`src/rtl/emb_pkg.sv`:
```
// emb_pkg: shared constants and carrier types for the external memory bus sequencer
// assumes a single core clock domain standing in for the memory clock
package emb_pkg;
  localparam int          EMB_CE_SPACES      = 4;
  localparam int          EMB_CNT_W          = 4;
  localparam int          EMB_BURST_LEN      = 4;   // default incrementing burst length
  localparam int          EMB_CAS_LATENCY    = 3;   // sdram read column latency
  localparam int          EMB_HOLD_FLOAT_MIN = 2;   // memory clocks before bus floats
  localparam int          EMB_HOLD_DRIVE_MIN = 2;   // memory clocks before bus is driven again
  localparam int          EMB_HOLD_DRIVE_MAX = 7;
  localparam logic [3:0]  EMB_CE_IDLE        = 4'hf;
  localparam logic [3:0]  EMB_BE_IDLE        = 4'hf;
  localparam logic [2:0]  EMB_CTL_IDLE       = 3'h7;
  localparam logic [2:0]  EMB_CNT_RST        = 3'h0;

  // memory type of a chip-enable space
  typedef enum logic [1:0] {
    EMB_MT_ASYNC,
    EMB_MT_SBSRAM,
    EMB_MT_SDRAM
  } emb_mtype_t;

  // sdram commands encoded as {ras_n, cas_n, we_n}
  typedef enum logic [2:0] {
    EMB_SD_NOP   = 3'h7,
    EMB_SD_READ  = 3'h5,
    EMB_SD_WRITE = 3'h4,
    EMB_SD_BANK_ACTIVATE_CMD  = 3'h3,
    EMB_SD_DEACTIVATE_BANK_CMD  = 3'h2,
    EMB_SD_REFRESH_CMD  = 3'h1,
    EMB_SD_MRS   = 3'h0
  } emb_sdcmd_t;

  // per-space timing set
  typedef struct packed {
    emb_mtype_t           mtype;
    logic [EMB_CNT_W-1:0] read_setup_count;
    logic [EMB_CNT_W-1:0] read_strobe_count;
    logic [EMB_CNT_W-1:0] read_hold_count;
    logic [EMB_CNT_W-1:0] write_setup_count;
    logic [EMB_CNT_W-1:0] write_strobe_count;
    logic [EMB_CNT_W-1:0] write_hold_count;
  } emb_space_cfg_t;

  // one user request
  typedef struct packed {
    logic        write;
    logic [1:0]  space;
    logic [19:0] word_address;
    logic [3:0]  byte_enable_n;
    logic [31:0] data;
    logic [2:0]  burst_len;   // words, 1..4; shorter cuts a burst short
    logic        sd_special;  // issue sd_cmd alone
    emb_sdcmd_t  sd_cmd;
  } emb_req_t;

  // shared bus pin group
  typedef struct packed {
    logic [3:0]  chip_enable_n;
    logic [3:0]  byte_enable_n;
    logic [19:0] word_address;
    logic [2:0]  ctl_n;       // {pin_a, pin_b, pin_c}
  } emb_pins_t;
endpackage : emb_pkg

```
`src/rtl/emb_sequencer.sv`:
```
// emb_sequencer: pin sequencing for async, sbsram and sdram cycles plus bus hold
// assumes requests are synchronous to core_clk, which also times the memory clock
// What this block does
// select signals valid read-setup clocks before read strobe falls
// select signals held read-hold clocks after read strobe rises
// write select setup and hold counts around write strobe
// setup, strobe, hold counts programmed separately per chip-enable space
// select group: chip enables, byte enables, address, output enable, write data
// async: shared pins are output enable, read strobe, write strobe
// sbsram uses memory burst counter, default incrementing four-word bursts
// other bursts cut short a burst, data keeps flowing
// sbsram: shared pins are address strobe, output enable, write enable
// sdram: shared pins are column strobe, write enable, row strobe
// sdram uses memory burst counter, default four-word incrementing bursts
// sdram reads use latency three; other commands also issued
// all outputs change on rising memory clock edge
// synchronous reads capture data on rising memory clock edge
// on hold request, float bus after two clocks, then acknowledge
// on release, drive bus within two to seven clocks, then deassert acknowledge
// pending transfers finish before acknowledge; idle bus acknowledges fast
// hold disable set defers granting the bus indefinitely
// master keeps hold request low a clock after acknowledge
// released bus: chip enables, byte enables, data, address, shared pins
// bus request output updates on rising memory clock edge
// ready input synchronised, acted on in the cycle sampled valid
// output memory clock follows both edges of memory clock input
// not-ready extends strobe by whole clocks before hold phase
// strobe active for programmed strobe count between setup and hold
`timescale 1ns/100ps
module emb_sequencer
  import emb_pkg::*;
#(
  parameter int BURST_LEN = EMB_BURST_LEN
) (
  input  wire logic                  core_clk,
  input  wire logic                  rst,
  input  wire logic                  clk_en,
  input  wire logic                  mem_clock_in,
  input  wire emb_space_cfg_t [3:0]  space_cfg,
  input  wire logic                  hold_disable,
  input  wire logic                  req_valid,
  input  wire emb_req_t              req,
  output logic                       req_ready,
  output logic                       rd_valid,
  output logic [31:0]                rd_data,
  output logic                       mem_clock_out,
  output emb_pins_t                  pins_o,
  output logic [2:0]                 pins_oe_n,
  output logic [31:0]                mem_data_o,
  output logic                       mem_data_oe_n,
  input  wire logic [31:0]           mem_data_i,
  input  wire logic                  async_ready,
  input  wire logic                  hold_request_n,
  output logic                       hold_acknowledge_n,
  output logic                       bus_request_out
);

  typedef enum logic [3:0] {
    ST_IDLE, ST_SETUP, ST_STROBE, ST_HOLD, ST_BURST, ST_SD_LAT, ST_SD_CMD,
    ST_FLOAT, ST_HELD, ST_RESUME
  } emb_state_t;

  emb_state_t           state_reg;
  emb_req_t             cur_reg;
  logic [EMB_CNT_W-1:0] cnt_reg;
  logic [2:0]           beat_reg;
  logic [2:0]           lat_reg;
  logic [2:0]           hcnt_reg;
  logic                 rdy_s1_reg;
  logic                 rdy_s2_reg;
  emb_space_cfg_t       cfg;
  logic                 hold_want;

  assign cfg       = space_cfg[cur_reg.space];
  assign hold_want = !hold_request_n && !hold_disable;

  // counts of zero still take one clock; keeps phase lengths well defined
  function automatic logic [EMB_CNT_W-1:0] emb_len(input logic [EMB_CNT_W-1:0] c);
    emb_len = (c == '0) ? EMB_CNT_W'(1) : c;
  endfunction : emb_len

  function automatic logic [3:0] emb_ce(input logic [1:0] s);
    emb_ce = ~(4'h1 << s);
  endfunction : emb_ce

  // output memory clock: registered copy of the memory clock input, both edges
  always_ff @(posedge core_clk) begin
    if (rst) mem_clock_out <= 1'b0;
    else if (clk_en) mem_clock_out <= mem_clock_in;
  end

  // ready synchroniser; first stage feeds only the second
  always_ff @(posedge core_clk) begin
    if (rst) begin
      rdy_s1_reg <= 1'b1;
      rdy_s2_reg <= 1'b1;
    end else if (clk_en) begin
      rdy_s1_reg <= async_ready;
      rdy_s2_reg <= rdy_s1_reg;
    end
  end

  // bus request flags a waiting transfer while the bus is lent out
  always_ff @(posedge core_clk) begin
    if (rst) bus_request_out <= 1'b0;
    else if (clk_en) bus_request_out <= req_valid && (state_reg == ST_HELD);
  end

  // main sequencer: phases, pins and data; all pins move on the rising edge
  always_ff @(posedge core_clk) begin
    if (rst) begin
      state_reg          <= ST_IDLE;
      cur_reg            <= '0;
      cnt_reg            <= '0;
      beat_reg           <= EMB_CNT_RST;
      lat_reg            <= EMB_CNT_RST;
      hcnt_reg           <= EMB_CNT_RST;
      req_ready          <= 1'b0;
      rd_valid           <= 1'b0;
      rd_data            <= '0;
      pins_o             <= '{EMB_CE_IDLE, EMB_BE_IDLE, 20'h00000, EMB_CTL_IDLE};
      pins_oe_n          <= 3'h0;
      mem_data_o         <= '0;
      mem_data_oe_n      <= 1'b1;
      hold_acknowledge_n <= 1'b1;
    end else if (clk_en) begin
      req_ready <= 1'b0;
      rd_valid  <= 1'b0;
      unique case (state_reg)
        ST_IDLE: begin
          pins_o.chip_enable_n <= EMB_CE_IDLE;
          pins_o.ctl_n         <= EMB_CTL_IDLE;
          mem_data_oe_n        <= 1'b1;
          if (hold_want) begin  // idle bus: go straight to float
            hcnt_reg  <= EMB_CNT_RST;
            state_reg <= ST_FLOAT;
          end else if (req_valid && !req_ready) begin
            cur_reg   <= req;
            req_ready <= 1'b1;
            pins_o.chip_enable_n <= emb_ce(req.space);
            pins_o.byte_enable_n <= req.byte_enable_n;
            pins_o.word_address  <= req.word_address;
            mem_data_o           <= req.data;
            beat_reg             <= EMB_CNT_RST;
            unique case (space_cfg[req.space].mtype)
              EMB_MT_SBSRAM: begin
                // address strobe, output enable, write enable
                pins_o.ctl_n  <= {1'b0, req.write, !req.write};
                mem_data_oe_n <= !req.write;
                lat_reg       <= 3'h2;
                state_reg     <= ST_BURST;
              end
              EMB_MT_SDRAM: begin
                // column strobe, write enable, row strobe
                if (req.sd_special)
                  pins_o.ctl_n <= {req.sd_cmd[1], req.sd_cmd[0], req.sd_cmd[2]};
                else if (req.write)
                  pins_o.ctl_n <= {EMB_SD_WRITE[1], EMB_SD_WRITE[0], EMB_SD_WRITE[2]};
                else
                  pins_o.ctl_n <= {EMB_SD_READ[1], EMB_SD_READ[0], EMB_SD_READ[2]};
                mem_data_oe_n <= !(req.write && !req.sd_special);
                lat_reg       <= 3'(EMB_CAS_LATENCY);
                state_reg     <= req.sd_special ? ST_SD_CMD
                               : (req.write ? ST_BURST : ST_SD_LAT);
              end
              default: begin
                // output enable low for reads, strobes idle in setup
                pins_o.ctl_n  <= {req.write, 1'b1, 1'b1};
                mem_data_oe_n <= !req.write;
                cnt_reg   <= emb_len(req.write ? space_cfg[req.space].write_setup_count
                                               : space_cfg[req.space].read_setup_count);
                state_reg <= ST_SETUP;
              end
            endcase
          end
        end
        ST_SETUP: begin
          if (cnt_reg == EMB_CNT_W'(1)) begin
            pins_o.ctl_n <= cur_reg.write ? 3'b110 : 3'b001;
            cnt_reg      <= emb_len(cur_reg.write ? cfg.write_strobe_count
                                                  : cfg.read_strobe_count);
            state_reg    <= ST_STROBE;
          end else cnt_reg <= cnt_reg - EMB_CNT_W'(1);
        end
        ST_STROBE: begin
          if (cnt_reg > EMB_CNT_W'(1)) cnt_reg <= cnt_reg - EMB_CNT_W'(1);
          else if (rdy_s2_reg) begin  // not ready stretches strobe
            if (!cur_reg.write) begin
              rd_data  <= mem_data_i;
              rd_valid <= 1'b1;
            end
            pins_o.ctl_n <= {cur_reg.write, 1'b1, 1'b1};
            cnt_reg      <= emb_len(cur_reg.write ? cfg.write_hold_count
                                                  : cfg.read_hold_count);
            state_reg    <= ST_HOLD;
          end
        end
        ST_HOLD: begin
          if (cnt_reg == EMB_CNT_W'(1)) begin
            // selects drop with the last hold clock, not one idle clock later
            pins_o.chip_enable_n <= EMB_CE_IDLE;
            pins_o.ctl_n         <= EMB_CTL_IDLE;
            mem_data_oe_n        <= 1'b1;
            state_reg            <= ST_IDLE;
          end else cnt_reg <= cnt_reg - EMB_CNT_W'(1);
        end
        ST_SD_LAT: begin
          pins_o.ctl_n <= EMB_CTL_IDLE;
          if (lat_reg == 3'h1) state_reg <= ST_BURST;
          else lat_reg <= lat_reg - 3'h1;
        end
        ST_BURST: begin  // short length cuts the burst, no gaps between beats
          if (space_cfg[cur_reg.space].mtype == EMB_MT_SBSRAM)
            pins_o.ctl_n <= {1'b1, cur_reg.write, !cur_reg.write};
          else pins_o.ctl_n <= EMB_CTL_IDLE;
          if (lat_reg != 3'h0 && cfg.mtype == EMB_MT_SBSRAM && !cur_reg.write) begin
            // pipelined sbsram: the first word stands two clocks after the address strobe
            lat_reg <= lat_reg - 3'h1;
          end else begin
            if (!cur_reg.write) begin
              rd_data  <= mem_data_i;
              rd_valid <= 1'b1;
            end
            if ({1'b0, beat_reg} + 4'h1 >= 4'(cur_reg.burst_len == 3'h0 ? BURST_LEN
                                                                     : cur_reg.burst_len)) begin
              pins_o.ctl_n <= EMB_CTL_IDLE;
              state_reg    <= ST_IDLE;
            end
            beat_reg <= beat_reg + 3'h1;
          end
        end
        ST_SD_CMD: begin
          pins_o.ctl_n <= EMB_CTL_IDLE;
          state_reg    <= ST_IDLE;
        end
        ST_FLOAT: begin  // float after two clocks, then acknowledge
          hcnt_reg <= hcnt_reg + 3'h1;
          if (hcnt_reg == 3'(EMB_HOLD_FLOAT_MIN - 1)) begin
            pins_oe_n     <= 3'h7;
            mem_data_oe_n <= 1'b1;
          end
          if (hcnt_reg == 3'(EMB_HOLD_FLOAT_MIN)) begin
            hold_acknowledge_n <= 1'b0;
            state_reg          <= ST_HELD;
          end
        end
        ST_HELD: begin  // master keeps request low past acknowledge
          hcnt_reg <= EMB_CNT_RST;
          if (hold_request_n) state_reg <= ST_RESUME;
        end
        ST_RESUME: begin  // drive at two clocks, acknowledge released after
          hcnt_reg <= hcnt_reg + 3'h1;
          if (hcnt_reg == 3'(EMB_HOLD_DRIVE_MIN - 2)) pins_oe_n <= 3'h0;
          if (hcnt_reg == 3'(EMB_HOLD_DRIVE_MIN - 1)) begin
            hold_acknowledge_n <= 1'b1;
            state_reg          <= ST_IDLE;
          end
        end
        default: state_reg <= ST_IDLE;
      endcase
    end
  end

  // checks
  a_hold_float_first: assert property (@(posedge core_clk) disable iff (rst)
    $fell(hold_acknowledge_n) |-> pins_oe_n == 3'h7)
    else $error("acknowledge before bus floated");
  a_hold_drive_first: assert property (@(posedge core_clk) disable iff (rst)
    $rose(hold_acknowledge_n) |-> pins_oe_n == 3'h0)
    else $error("acknowledge released before bus driven");
  a_hold_min_delay: assert property (@(posedge core_clk) disable iff (rst)
    $fell(hold_acknowledge_n) |-> $past(state_reg, 2) == ST_FLOAT)
    else $error("hold acknowledged too early");
  a_hold_disabled: assert property (@(posedge core_clk) disable iff (rst)
    hold_disable && state_reg == ST_IDLE |=> state_reg != ST_FLOAT)
    else $error("bus granted while hold disabled");
  a_strobe_follows_setup: assert property (@(posedge core_clk) disable iff (rst)
    state_reg == ST_STROBE && $past(state_reg) == ST_SETUP |->
    pins_o.chip_enable_n != EMB_CE_IDLE)
    else $error("strobe without selects");
  a_ready_stretch: assert property (@(posedge core_clk) disable iff (rst || !clk_en)
    state_reg == ST_STROBE && cnt_reg <= EMB_CNT_W'(1) && !rdy_s2_reg
    |=> state_reg == ST_STROBE)
    else $error("strobe ended while not ready");
  a_hold_selects: assert property (@(posedge core_clk) disable iff (rst)
    state_reg == ST_HOLD |-> pins_o.ctl_n[1:0] == 2'b11
    && pins_o.chip_enable_n != EMB_CE_IDLE)
    else $error("selects dropped during hold");
  a_sd_latency: assert property (@(posedge core_clk) disable iff (rst || !clk_en)
    state_reg == ST_SD_LAT && $past(state_reg) == ST_IDLE |=> ##1 state_reg == ST_SD_LAT)
    else $error("sdram latency too short");
  c_async_read: cover property (@(posedge core_clk) state_reg == ST_HOLD && !cur_reg.write);
  c_burst_full: cover property (@(posedge core_clk) state_reg == ST_BURST && beat_reg == 3'h3);
  c_hold_grant: cover property (@(posedge core_clk) $fell(hold_acknowledge_n));

endmodule : emb_sequencer

```
`config.mk`:
```
export PLATFORM = sky130hd
export DESIGN_NAME = emb_sequencer
export DESIGN_NICKNAME = d
export VERILOG_FILES = /design/src/rtl/emb_pkg.sv /design/src/rtl/emb_sequencer.sv
export SDC_FILE = /design/constraint.sdc
export NUM_CORES = 1
export LEC_CHECK = 0
export ABC_AREA = 1
export BUFFER_PORTS_ARGS = -buffer_cell sky130_fd_sc_hd__buf_2
export CORE_MARGIN = 4
export CORE_UTILIZATION = 48
export CTS_BUF_LIST = sky130_fd_sc_hd__clkbuf_16
export CTS_CLUSTER_SIZE = 40
export DETAILED_ROUTE_END_ITERATION = 6
export GPL_TIMING_DRIVEN = 0
export PLACE_DENSITY = 0.82
export SLEW_MARGIN = 20
export SYNTH_ARGS = -nofsm -noshare
export SYNTH_HDL_FRONTEND = slang
export SYNTH_SLANG_ARGS = --single-unit
export TNS_END_PERCENT = 10
```
`constraint.sdc`:
```
create_clock -name core_clk -period 3.5 [get_ports core_clk]
set_input_delay 0.875 -clock core_clk [delete_from_list [all_inputs] [get_ports core_clk]]
set_output_delay 0.875 -clock core_clk [all_outputs]
set_load 0.05 [all_outputs]
```
Word-level counts from Yosys, hierarchy flattened
Cells that the tools add are included.
{"block": "totals", "ff_bits": 129}
{"block": "classes", "addsub": 5, "n_lt_le_gt_ge": 4, "n_eq_ne": 38, "n_shift": 1, "mux": 87, "bitwise_logic": 2, "n_reduce_logical": 44}
{"operator": "$mux W32", "count": 4}
{"operator": "$bmux W26 S2", "count": 2}
{"operator": "$mux W4", "count": 26}
{"operator": "$pmux W32 S2", "count": 1}
{"operator": "$mux W31", "count": 2}
{"operator": "$mux W3", "count": 19}
{"operator": "$mux W26", "count": 2}
{"operator": "$ne A2 B2 Y1 const B", "count": 19}
{"operator": "$pmux W4 S9", "count": 1}
{"operator": "$pmux W3 S2", "count": 5}
{"operator": "$pmux W3 S3", "count": 2}
{"operator": "$pmux W3 S6", "count": 1}
{"operator": "$eq A4 B3 Y1 const B", "count": 4}
{"operator": "$logic_not A4 Y1", "count": 4}
{"operator": "$pmux W4 S4", "count": 1}
{"operator": "$reduce_and A4 Y1", "count": 4}
{"operator": "$mux W1", "count": 14}
{"operator": "$reduce_and A7 Y1", "count": 2}
{"operator": "$reduce_and A12 Y1", "count": 1}
{"operator": "$reduce_bool A3 Y1", "count": 4}
{"operator": "$reduce_and A5 Y1", "count": 2}
{"operator": "$eq A4 B1 Y1 const B", "count": 2}
{"operator": "$eq A4 B2 Y1 const B", "count": 2}
{"operator": "$eq A4 B4 Y1 const B", "count": 2}
{"operator": "29 further kinds", "count": 55}

Logic depth before layout (Yosys ltp)
{"block": "logic_depth", "word_depth": 9, "mapped_depth": 18, "depth_no_buf": 17}

Worst setup path before layout
OpenSTA, ideal clock, no wires.
{"block": "synth_path", "kind": "input to register", "from": "in req[63] (netlist bit)", "to": "reg cnt_reg[0]", "arrival_time_ps": 2659, "setup_slack_ps": 731, "cell_stages": 15, "path_buffers": 2, "path_cell_list": "buf_2 -> buf_2 -> nor2_1 -> a22o_1 -> a221oi_1 -> ha_1 -> o21ai_0 -> nor2_1 -> nand2_1 -> nor2_2 -> nand2_1 -> nor2_1 -> nand4_1 -> nand2_1 -> inv_1"}
{"block": "synth_between", "elab_chain_cells": 9, "elab_cells_between_ends": 14, "classes_between": "eq/ne (3); mux (8); reduce/logical (3)"}
{"element": "start, declared", "line": "emb_sequencer.sv:42", "rtl": "input wire emb_req_t req,"}
{"element": "$bmux W26 S2 (*)", "line": "emb_sequencer.sv:145, emb_sequencer.sv:170, emb_sequencer.sv:171"}
{"element": "$mux W26 (implied by the code) (*)", "line": "emb_sequencer.sv:171", "rtl": ": space_cfg[req.space].read_setup_count);"}
{"element": "$mux W4", "line": "emb_sequencer.sv:170", "rtl": "cnt_reg <= emb_len(req.write ? space_cfg[req.space].write_setup_count"}
{"element": "$logic_not A4 Y1", "line": "emb_sequencer.sv:79", "rtl": "emb_len = (c == '0) ? EMB_CNT_W'(1) : c;"}
{"element": "$mux W4", "line": "emb_sequencer.sv:79"}
{"element": "$mux W4", "line": "emb_sequencer.sv:145", "rtl": "unique case (space_cfg[req.space].mtype)"}
{"element": "$mux W4", "line": "emb_sequencer.sv:137", "rtl": "end else if (req_valid && !req_ready) begin"}
{"element": "$mux W4", "line": "emb_sequencer.sv:134", "rtl": "if (hold_want) begin"}
{"element": "$pmux W4 S4", "line": "emb_sequencer.sv:129", "rtl": "unique case (state_reg)"}
{"element": "end signal, assigned", "line": "emb_sequencer.sv:170"}
{"element": "end signal, assigned", "line": "emb_sequencer.sv:180", "rtl": "cnt_reg <= emb_len(cur_reg.write ? cfg.write_strobe_count"}
{"element": "end signal, assigned", "line": "emb_sequencer.sv:183", "rtl": "end else cnt_reg <= cnt_reg - EMB_CNT_W'(1);"}
{"element": "end, declared", "line": "emb_sequencer.sv:65", "rtl": "logic [EMB_CNT_W-1:0] cnt_reg;"}
Every way passes the cells marked *; elsewhere a longest branch is shown, timed or not. The select of a mux whose other input is x is not followed.
A chain may end at the register's enable or synchronous reset.

Final worst setup path
{"block": "layout_path", "from": "in req[64] (netlist bit)", "to": "reg cnt_reg[0]"}
Same word-level chain as after synthesis.

==> flow_summary.json <==
{
  "cts_setup_buffers": 0,
  "cts.sinks": 127,
  "yosys_warnings": 0,
  "cts-root-buf": "clkbuf_16",
  "cp_data_required_time_ns": 3.80,
  "relSlewSlack_pct": 54.2,
  "synth-edff-count": 0,
  "gp_congestion": 0.899,
  "ys_ff_latch": 127,
  "design.die.area_sq_um": 16200,
  "hold_buffers": 0,
  "async_reset_ff_share_pct": 0,
  "clk_pin_slew_worst_paths_ns": 0.06,
  "min-delay-start": "rd_data[31]",
  "hpwlAfterDp_microns": 17200,
  "holdPathEnd": "rd_data[31]",
  "htree_levels": 4,
  "power_mw": 6.66,
  "utilization_pct": 66.2,
  "routed_wl_microns": 21700,
  "leakage_nw": 4.73,
  "ff2ff_setup_slack_ns": 1.42,
  "dieHeight_microns": 127,
  "min_path_type": "reg2reg",
  "skew_ns": 0.0118,
  "grt_antenna_before_repair": 0,
  "cts_tree": "done",
  "clockBufferDepth": 2,
  "dp.cells": 1548,
  "largestRegisters": "mem_data_o: 32 flops, rd_data: 32 flops, pins_o: 31 flops",
  "drive_above_1_share_pct": 27.8,
  "cts_resized": 0,
  "insertion_delay_ns": 0.42,
  "cp.arrival_ns": 3.20,
  "r2r-end": "state_reg[2]",
  "preCtsSetupSlack_ns": 0.223,
  "num-fill-cells": 1313,
  "drcViolationCount": 0,
  "fin_crit_sh_pct": 82.8,
  "setup_violations": 0,
  "grt_pass1_vias": 7482,
  "stdcell_count": 1580,
  "setup_tns_ns": 0,
  "vias_per_cell": 4.99,
  "firstDrtPassIters": 5,
  "outcome": "finished, final reports clean",
  "syn_area_sq_um": 6810,
  "layout_min_cycle_time_ns": 2.90,
  "slew_viol_final": 0,
  "hold_viol_final": 0,
  "grt_use_total_pct": 26.1,
  "worstSetupPathType": "in2reg",
  "r2r_cells": 11,
  "synth_nets": 1282,
  "core_area_sq_um": 13900,
  "layout_setup_ws_ns": 0.600,
  "ioPinCount": 314,
  "drtIter0Drc": 414,
  "p_per_area_nw_per_um2": 725,
  "synth_seq_area_share_pct": 37.3,
  "drv_cap": 0,
  "syn_inst": 1057,
  "mostFrequentLayoutCell": "buf_2",
  "syn_area_per_cell_sq_um": 6.44,
  "grt_pass1_wl_microns": 34700,
  "cp-start-kind": "input port",
  "ir_drop_uv": 599,
  "cp-end-kind": "flip-flop",
  "vias": 7879,
  "synthFlopType": "dfxtp_1",
  "seq_area_sq_um": 2540,
  "die_w_microns": 127,
  "rows": 43,
  "layout_common_cells": "buf_2, nand2_1, nor2_1",
  "area_growth_pct": 35.0,
  "timing.hold.ws_ns": 0.458,
  "holdPathStages": 2,
  "crit_fanout": 10,
  "max_freq_mhz": 345,
  "synth_cell_types": 44,
  "worst_slew_pin_slew_ns": 0.686,
  "wl_per_cell_microns": 13.8,
  "stdcell_area_sq_um": 9190,
  "antennaDiodeCount": 0,
  "grt_max_degree": 17,
  "initial_core_util_pct": 49.1,
  "ant_nets": 0,
  "final_nets": 1612,
  "multi_input_area_sq_um": 3590,
  "place_area_sq_um": 8590,
  "io_buffers": 311,
  "numCtsBuffers": 17,
  "overflow": 0,
  "r2r_start": "beat_reg[0]",
  "grt_setup_unrepaired": "no"
}
per-layer routing:
| metal | part of all wire [%] | vias to the layer above | global-route usage [%] | routed length, microns |
|---|---|---|---|---|
| met4 | 2.0 | 0 | 8.83 | 426 |
| li1 | - | 4062 | - | - |
| met3 | 9.1 | 30 | 6.56 | 1980 |
| met1 | 40 | 3448 | 31.1 | 8790 |
| met2 | 48 | 339 | 45.9 | 10500 |
| met5 | 0 | - | 0 | 0 |
synth_stat cells (all sizes together), types with 3 or more instances:
master	count	area [sq um]
o211ai	4	30.0
inv	106	400
nand2	268	1030
buf	21	140
o21ai	91	467
nor2	170	706
a21oi	70	354
o22ai	4	25.0
ha	15	188
nand3	117	586
nor3	5	30.0
nand4	3	18.8
clkbuf	34	128
dfxtp	127	2540
power breakdown:
group          internal [mW]  switching, mW  total (mW)
sequential              1.74          0.167        1.91
clock                   1.07          0.710        1.78
combinational          0.854           2.11        2.96
total                   3.67           2.99        6.66
cell type report:
| cell class | instances | area share, % |
|---|---|---|
| clock buffer | 17 | 4.63 |
| tap | 180 | 2.45 |
| sequential | 127 | 27.7 |
| inverter | 107 | 4.40 |
| clock inverter | 15 | 1.88 |
| buffer | 55 | 2.91 |
| timing repair buffer | 311 | 16.9 |
| multi-input combinational | 768 | 39.1 |
critical path, stage by stage:
cell and delay, ns:
buf_2 0.10, clkbuf_1 0.35, nor2_1 0.17, a22o_1 0.23
a221oi_1 0.33, ha_1 0.24, o21ai_0 0.09, nor2_1 0.13
nand2_1 0.08, nor2_2 0.20, nand2_1 0.08, nor2_1 0.12
nand4_1 0.11, nand2_1 0.06, inv_1 0.04
cell families after synthesis:
kind of cell	Yosys count	synth area share [%]
AOI/OAI and AO/OA	183	14.5
xor gates and xnor gates	2	0.257
adders and majority gates	15	2.76
buffers and inverters	162	9.87
DFF	127	37.3
and+or+nand+nor	568	35.3
worst max-delay path by stage:
stage / start / cells after the start / endpoint / slack (ns)
4_1_cts: req[64] / 15 / cnt_reg[0] / 0.64
6_report: req[64] / 15 / cnt_reg[0] / 0.60
5_1_grt: req[64] / 15 / cnt_reg[0] / 0.29
2_1_floorplan: req[63] / 15 / cnt_reg[0] / 0.73
3_3_place_gp: req[64] / 18 / cnt_reg[0] / 0.25
3_5_place_dp: req[64] / 15 / cnt_reg[0] / 0.22
Power figures use the tool's default switching activity.
